===== config.mk =====
export PLATFORM = sky130hd
export DESIGN_NAME = bstp_port
export DESIGN_NICKNAME = d
export VERILOG_FILES = /design/src/verilog/bstp_port.v
export VERILOG_INCLUDE_DIRS = /design/src /design/src/verilog
export SDC_FILE = /design/constraint.sdc
export NUM_CORES = 1
export LEC_CHECK = 0
export ABC_AREA = 1
export BUFFER_PORTS_ARGS = -buffer_cell sky130_fd_sc_hd__buf_4
export CAP_MARGIN = 30
export CORE_UTILIZATION = 40
export DETAILED_ROUTE_END_ITERATION = 12
export PLACE_DENSITY_LB_ADDON = 0.1
export SLEW_MARGIN = 20
export SYNTH_ARGS = -nofsm -noshare
export SYNTH_HDL_FRONTEND = slang
export SYNTH_SLANG_ARGS = --single-unit
export TNS_END_PERCENT = 30

===== constraint.sdc =====
create_clock -name sys_clk -period 2 [get_ports sys_clk]
set_input_delay 0.3 -clock sys_clk [delete_from_list [all_inputs] [get_ports sys_clk]]
set_output_delay 0.3 -clock sys_clk [all_outputs]
set_load 0.005 [all_outputs]

===== src/verilog/bstp_consts.vh =====
`ifndef BSTP_CONSTS_VH
`define BSTP_CONSTS_VH
// Instruction register width
`define BSTP_IR_LEN 3
// Boundary register default length (smallest variant)
`define BSTP_BSR_LEN 273
// Instruction codes, 3-bit
`define BSTP_OP_EXTEST 3'h0
`define BSTP_OP_SAMPLE 3'h1
`define BSTP_OP_BYPASS 3'h7
// Capture pattern for instruction register
`define BSTP_IR_CAPTURE 3'h1
// Controller state codes, one-hot
`define BSTP_ST_RESET 16'h0001
`define BSTP_ST_IDLE 16'h0002
`define BSTP_ST_SEL_DR 16'h0004
`define BSTP_ST_CAP_DR 16'h0008
`define BSTP_ST_SH_DR 16'h0010
`define BSTP_ST_EX1_DR 16'h0020
`define BSTP_ST_PA_DR 16'h0040
`define BSTP_ST_EX2_DR 16'h0080
`define BSTP_ST_UP_DR 16'h0100
`define BSTP_ST_SEL_IR 16'h0200
`define BSTP_ST_CAP_IR 16'h0400
`define BSTP_ST_SH_IR 16'h0800
`define BSTP_ST_EX1_IR 16'h1000
`define BSTP_ST_PA_IR 16'h2000
`define BSTP_ST_EX2_IR 16'h4000
`define BSTP_ST_UP_IR 16'h8000
`endif


===== src/verilog/bstp_port.v =====
`timescale 1ns/10ps
// Function
// - Sample/preload captures pins, preloads pattern
// - Extest drives pattern, captures input pins
// - Bypass uses one-stage register TDI-TDO
// - Bypass leaves core logic untouched
// - Instruction register is three bits
// - Boundary register length per variant
// - Undriven test inputs read as high
// Shared lengths, codes and state codes, needed by the parameter defaults
`include "bstp_consts.vh"
module bstp_port #(
    parameter BSR_LEN = `BSTP_BSR_LEN,
    parameter NPIN = 91
) (
    input wire sys_clk,
    input wire resetn,
    input wire tck,
    input wire tms,
    input wire tdi,
    input wire tms_oe_n,
    input wire tdi_oe_n,
    input wire tck_oe_n,
    output reg tdo_o,
    output reg tdo_oe,
    input wire [NPIN-1:0] core_out,
    input wire [NPIN-1:0] core_oe,
    input wire [NPIN-1:0] pin_in,
    output wire [NPIN-1:0] pin_out,
    output wire [NPIN-1:0] pin_oe,
    output wire [NPIN-1:0] core_in
);
    // Controller states, one-hot
    // Reset and idle
    localparam ST_RESET = `BSTP_ST_RESET;
    localparam ST_IDLE = `BSTP_ST_IDLE;
    // Data register column
    localparam ST_SEL_DR = `BSTP_ST_SEL_DR;
    localparam ST_CAP_DR = `BSTP_ST_CAP_DR;
    localparam ST_SH_DR = `BSTP_ST_SH_DR;
    localparam ST_EX1_DR = `BSTP_ST_EX1_DR;
    localparam ST_PA_DR = `BSTP_ST_PA_DR;
    localparam ST_EX2_DR = `BSTP_ST_EX2_DR;
    localparam ST_UP_DR = `BSTP_ST_UP_DR;
    // Instruction register column
    localparam ST_SEL_IR = `BSTP_ST_SEL_IR;
    localparam ST_CAP_IR = `BSTP_ST_CAP_IR;
    localparam ST_SH_IR = `BSTP_ST_SH_IR;
    localparam ST_EX1_IR = `BSTP_ST_EX1_IR;
    localparam ST_PA_IR = `BSTP_ST_PA_IR;
    localparam ST_EX2_IR = `BSTP_ST_EX2_IR;
    localparam ST_UP_IR = `BSTP_ST_UP_IR;
    // Boundary cell layout: per pin input, output, enable
    localparam CELLS = 3 * NPIN;
    localparam BL = (BSR_LEN > CELLS) ? BSR_LEN : CELLS;

    // Two-stage synchronisers; stage one read only by stage two
    // Top three bits: pin releases, low three: pin levels
    reg [5:0] s1_q;
    reg [5:0] s2_q;
    reg tck_prev_q; // Edge detector history

    // Pull-up folded in after syncing, so release and level age together
    // released reads high
    wire tck_s = s2_q[5] | s2_q[2]; // Test clock, pull-up applied
    wire tms_s = s2_q[4] | s2_q[1]; // Mode select, pull-up applied
    wire tdi_s = s2_q[3] | s2_q[0]; // Serial data in, pull-up applied

    // Reset to the released level: no false rise after reset
    always @(posedge sys_clk or negedge resetn) begin
        if (!resetn) begin
            s1_q <= {6{1'b1}};
            s2_q <= {6{1'b1}};
            tck_prev_q <= 1'b1;
        end else begin
            s1_q <= {tck_oe_n, tms_oe_n, tdi_oe_n, tck, tms, tdi};
            s2_q <= s1_q;
            tck_prev_q <= tck_s;
        end
    end
    wire rise = tck_s & ~tck_prev_q; // Test clock rising
    wire fall = ~tck_s & tck_prev_q; // Test clock falling

    // Pin levels for the capture cells, two stages like the test pins
    // The core path stays direct: flops there would disturb normal operation
    reg [NPIN-1:0] pin_s1_q; // Pin level, first stage
    reg [NPIN-1:0] pin_s2_q; // Pin level, second stage
    always @(posedge sys_clk or negedge resetn) begin
        if (!resetn) begin
            pin_s1_q <= {NPIN{1'b0}};
            pin_s2_q <= {NPIN{1'b0}};
        end else begin
            pin_s1_q <= pin_in;
            pin_s2_q <= pin_s1_q;
        end
    end

    reg [15:0] st_q; // Controller state, one-hot
    reg [15:0] st_d;
    always @* begin
        st_d = st_q;
        case (st_q)
            // Both columns share one shape
            ST_RESET: st_d = tms_s ? ST_RESET : ST_IDLE;
            ST_IDLE: st_d = tms_s ? ST_SEL_DR : ST_IDLE;
            ST_SEL_DR: st_d = tms_s ? ST_SEL_IR : ST_CAP_DR;
            ST_CAP_DR: st_d = tms_s ? ST_EX1_DR : ST_SH_DR;
            ST_SH_DR: st_d = tms_s ? ST_EX1_DR : ST_SH_DR;
            ST_EX1_DR: st_d = tms_s ? ST_UP_DR : ST_PA_DR;
            ST_PA_DR: st_d = tms_s ? ST_EX2_DR : ST_PA_DR;
            ST_EX2_DR: st_d = tms_s ? ST_UP_DR : ST_SH_DR;
            ST_UP_DR: st_d = tms_s ? ST_SEL_DR : ST_IDLE;
            ST_SEL_IR: st_d = tms_s ? ST_RESET : ST_CAP_IR;
            ST_CAP_IR: st_d = tms_s ? ST_EX1_IR : ST_SH_IR;
            ST_SH_IR: st_d = tms_s ? ST_EX1_IR : ST_SH_IR;
            ST_EX1_IR: st_d = tms_s ? ST_UP_IR : ST_PA_IR;
            ST_PA_IR: st_d = tms_s ? ST_EX2_IR : ST_PA_IR;
            ST_EX2_IR: st_d = tms_s ? ST_UP_IR : ST_SH_IR;
            ST_UP_IR: st_d = tms_s ? ST_SEL_DR : ST_IDLE;
            // Illegal code recovers to reset
            default: st_d = ST_RESET;
        endcase
    end

    reg [`BSTP_IR_LEN-1:0] irs_q; // Instruction shift stage
    reg [`BSTP_IR_LEN-1:0] ir_q; // Active instruction
    reg byp_q; // One-bit bypass stage
    reg [BL-1:0] bsr_q; // Boundary shift stage
    reg [BL-1:0] upd_q; // Boundary update latch

    wire is_ext = (ir_q == `BSTP_OP_EXTEST);
    wire is_smp = (ir_q == `BSTP_OP_SAMPLE);
    // Unknown codes act as bypass, as the standard asks
    wire use_bsr = is_ext | is_smp;

    // Pin snapshot: input cells, output cells, enable cells
    wire [BL-1:0] snap;
    genvar gi;
    generate
        for (gi = 0; gi < BL; gi = gi + 1) begin : g_snap
            if (gi < NPIN) begin : g_in
                assign snap[gi] = pin_s2_q[gi];
            end else if (gi < 2 * NPIN) begin : g_out
                assign snap[gi] = core_out[gi - NPIN];
            end else if (gi < CELLS) begin : g_oe
                assign snap[gi] = core_oe[gi - 2 * NPIN];
            end else begin : g_pad
                // Spare cells capture zero
                assign snap[gi] = 1'b0;
            end
        end
    endgenerate

    // Register updates on test clock rising edge
    always @(posedge sys_clk or negedge resetn) begin
        if (!resetn) begin
            st_q <= ST_RESET;
            irs_q <= {`BSTP_IR_LEN{1'b0}};
            ir_q <= `BSTP_OP_BYPASS;
            byp_q <= 1'b0;
            bsr_q <= {BL{1'b0}};
            upd_q <= {BL{1'b0}};
        end else if (rise) begin
            st_q <= st_d;
            case (st_q)
                // Reset state selects bypass
                ST_RESET: ir_q <= `BSTP_OP_BYPASS;
                // Fixed pattern lets a tester check the path
                ST_CAP_IR: irs_q <= `BSTP_IR_CAPTURE;
                ST_SH_IR: irs_q <= {tdi_s, irs_q[`BSTP_IR_LEN-1:1]};
                ST_UP_IR: ir_q <= irs_q;
                ST_CAP_DR: begin
                    byp_q <= 1'b0;
                    if (use_bsr) begin
                        bsr_q <= snap;
                    end
                end
                ST_SH_DR: begin
                    byp_q <= tdi_s;
                    if (use_bsr) begin
                        bsr_q <= {tdi_s, bsr_q[BL-1:1]};
                    end
                end
                ST_UP_DR: begin
                    if (use_bsr) begin
                        upd_q <= bsr_q;
                    end
                end
                default: ;
            endcase
        end
    end

    // Output changes on test clock falling edge
    // Falling-edge launch gives the tester half a period of setup
    always @(posedge sys_clk or negedge resetn) begin
        if (!resetn) begin
            tdo_o <= 1'b1;
            tdo_oe <= 1'b0;
        end else if (fall) begin
            tdo_oe <= (st_q == ST_SH_DR) | (st_q == ST_SH_IR);
            if (st_q == ST_SH_IR) begin
                tdo_o <= irs_q[0];
            end else if (use_bsr) begin
                tdo_o <= bsr_q[0];
            end else begin
                tdo_o <= byp_q;
            end
        end
    end

    assign pin_out = is_ext ? upd_q[2*NPIN-1:NPIN] : core_out;
    assign pin_oe = is_ext ? upd_q[CELLS-1:2*NPIN] : core_oe;
    assign core_in = is_ext ? upd_q[NPIN-1:0] : pin_in;
endmodule // bstp_port


==> flow_summary.ini <==
[route]
via_per_inst = 4.87
drt_pass1_iterations = 5
antenna_left = 0
totalWireLength_um = 91200
drc_errors = 0
vias = 25400
wl_per_cell_um = 17.5
drt_iter0_drc = 1357

[logic_synthesis]
syn_nets = 3622
synth_top_area_share_pct = 56.5
yosysUniqueCellTypes = 33
syn_area_per_cell_um2 = 9.92
synth-seq-cells = 766
synth_area_mm2 = 0.0332
yosys_warnings = 0
synth_seq_area_share_pct = 57.9
netlist_instances = 3341
yosys.area.top_type = dfrtp_1
netlist_top_cells_area = dfrtp_1, nand2_1, mux2_2, o21ai_0, o21ai_2

[clock_tree]
cts_root_buffer = clkbuf_16
htreeDepth = 3
clkSinkCount = 766
cts.clk_slew.worst_paths_ns = 0.06
cts_tree = done
clock_path_buffers = 3
cts_buffers = 83
clock_latency_ns = 0.65

[global_route]
grt_max_degree = 93
track_usage_pct = 21.3
overflow = 0
grt_pass1_vias = 25200
grt_first_pass_wirelength_um = 144000
antenna_found_initial = 2

[placement]
numPortBuffers = 555
place.gp.congestion = 0.811
place_hpwl_um = 61000
placed_area_mm2 = 0.0395
dp.cells = 4909

[setup_path]
crit_path_start_kind = flip-flop
timing.critical_path.fanout_max = 6
cpMaxStageDelayCell = dfstp_2
cp-startpoint = ir_q[2]
cp.depth = 7
rrSetupSlack_ns = 0.03
cpLargestDelayFamily = flip-flops
worstRegToRegCells = 8
cp_slowest_stage_delay_ns = 0.56
rr_startpoint = st_q[13]
cp_cell_sequence = nor2_4 -> nand2_8 -> buf_12 -> clkbuf_16 -> buf_16 -> mux2_4 -> buf_6
end_kind = output port
crit_type = flip-flop to output port
cp_num_buf_inv = 4
crit_arrival_ns = 2.23
r2r_end = upd_q[42]
worstSetupEndpoint = core_in[24]
worstPathRequired_ns = 1.70

[floorplan]
die_area_mm2 = 0.0840
start_util_pct = 40.4
boundaryPins = 556
die_w_um = 290
rows = 105
core_mm2 = 0.0821
die_y_um = 290

[sta]
setup_violations = 273
rsz0062_at_grt = true
setup_tns_ns = -123.86
fmax_mhz = 395
whs_ns = 0.0689
post-route-period-util_pct = 126
setup_slack_ns = -0.529
period_minus_slack_ns = 2.53
drv_slew = 0
finalClockSkew_ns = 0.0403
slew_headroom_pct = 67.2
worst_pin_slew_ns = 0.491
hold_viol_final = 0

[run_status]
violations = negative setup slack
status = finished, violations left

[finish]
nFillCells = 7164
drive_gt1_share_pct = 34.6
diodes = 0
syn2layout_area_growth_pct = 38.2
nets = 4352
postLayoutCellArea_mm2 = 0.0458
finalCoreUtilization_pct = 55.8
final_cells = 5207

[pwr]
power.density_mw_per_mm2 = 759
p_leak_nw = 23.1
irDropWorstVdd_v = 0.000581

[worst_hold_path]
hp-class = input pin to flip-flop

[run]
drv_cap = 0
-- cell usage in the layout (no fill, tap or decap), types with 48 or more instances in the layout --
| master | Yosys | routed |
|---|---|---|
| dfrtp_1 | 748 | 748 |
| nand2_1 | 586 | 585 |
| buf_4 | 15 | 568 |
| inv_1 | 306 | 305 |
| o21ai_0 | 298 | 298 |
| nor2_1 | 304 | 230 |
| a21oi_1 | 280 | 170 |
| o21ai_2 | 170 | 170 |
| mux2_1 | 120 | 120 |
| mux2_2 | 151 | 103 |
| clkbuf_16 | 0 | 99 |
| o21ai_1 | 98 | 98 |
| dlygate4sd3_1 | 0 | 98 |
| a21oi_2 | 0 | 93 |
| buf_6 | 47 | 80 |
| buf_12 | 0 | 68 |
| mux2_4 | 0 | 48 |
-- layout make-up --
type / instances / area, um^2 / share of cell area [%]
Inverter: 307 / 1150 / 2.52
Timing Repair Buffer: 858 / 8520 / 18.6
Multi-Input combinational cell: 2055 / 12700 / 27.7
Clock buffer: 122 / 2440 / 5.34
Sequential cell: 766 / 19200 / 41.9
Clock inverter: 29 / 468 / 1.02
Tap cell: 1070 / 1340 / 2.92
-- report_power, final --
part	leakage, nW	internal, mW	switching (mW)
clock network	1.43	9.61	6.55
registers	9.27	15.8	0.0871
logic	12.4	1.41	1.36
total	23.1	26.8	7.99
-- worst reg2reg max path, delay by kind of cell, from the launching register on --
family,cells,cell delay [ns]
buf+inv,3,0.59
flops,1,0.38
compound gates,1,0.20
simple gates,4,0.69
-- per-layer routing --
layer  track usage [%]  up-vias  share of wire (%)
met5                 0        -              0.014
met4              5.36        2                2.0
met1              30.2    12400                 46
met2              34.5      564                 47
met3              3.12      115                4.3
li1                  -    12300                  -
-- repair_timing --
item / in CTS / in global routing
resized for setup: 149 / 262
cloned: 12 / 16
setup endpoints to repair: 273 / 712
setup buffers: 13 / 13
hold endpoints to repair: 489 / 0
pin swaps: 9 / 21
hold buffers: 98 / 0
-- flip-flops by register name, indices dropped and copies added (netlist names) --
| signal | flops |
|---|---|
| tdo_oe | 1 |
| byp_q | 1 |
| irs_q | 3 |
| pin_s1_q | 91 |
| bsr_q | 273 |
| s2_q | 6 |
| tck_prev_q | 1 |
| st_q | 16 |
| tdo_o | 1 |
| upd_q | 273 |
| pin_s2_q | 91 |
| ir_q | 3 |
| s1_q | 6 |
-- metrics by stage --
| stage | setup WS (ns) | total power, mW |
|---|---|---|
| finish | -0.529 | 34.8 |
| global route | -0.616 | 36.1 |
| CTS | -0.575 | 35.1 |
| detailed placement | 0.0190 | 18.6 |
| global placement | 0.0476 | 18.6 |
| floorplan | 0.0311 | 16.9 |
-- cell families after synthesis --
family                 synth area share, %
muxes                                 9.20
buffers and inverters                 7.18
AOI/OAI and AO/OA                     14.9
DFF                                   57.9
and+or+nand+nor                       10.8
-- cells in the mapped netlist --
cell type  instances
a21oi_1          280
a31oi_1            1
a32o_1             1
and3_1             2
buf_1              3
buf_2             16
buf_4             15
buf_6             47
clkbuf_1         132
dfrtp_1          748
dfstp_2           18
inv_1            306
inv_2              1
mux2_1           120
mux2_2           151
nand2_1          586
nand2_2            4
nand3_1           15
nand3_2            1
nand3_4            1
nand4_1            2
nand4_2            1
nor2_1           304
nor2_2             3
nor2_8             1
nor3_1             5
o211ai_1           1
o21ai_0          298
o21ai_1           98
o21ai_2          170
o22ai_1            8
o31ai_1            1
or2_1              1
-- worst min-delay path by stage --
stage,to,depth (start not counted),start
floorplan,bsr_q[0],0,resetn
global placement,upd_q[128],1,resetn
detailed placement,upd_q[128],1,resetn
CTS,bsr_q[228],5,core_oe[46]
global route,bsr_q[259],5,core_oe[77]
finish,bsr_q[205],5,core_oe[23]
(Power assumes the default switching activity.)
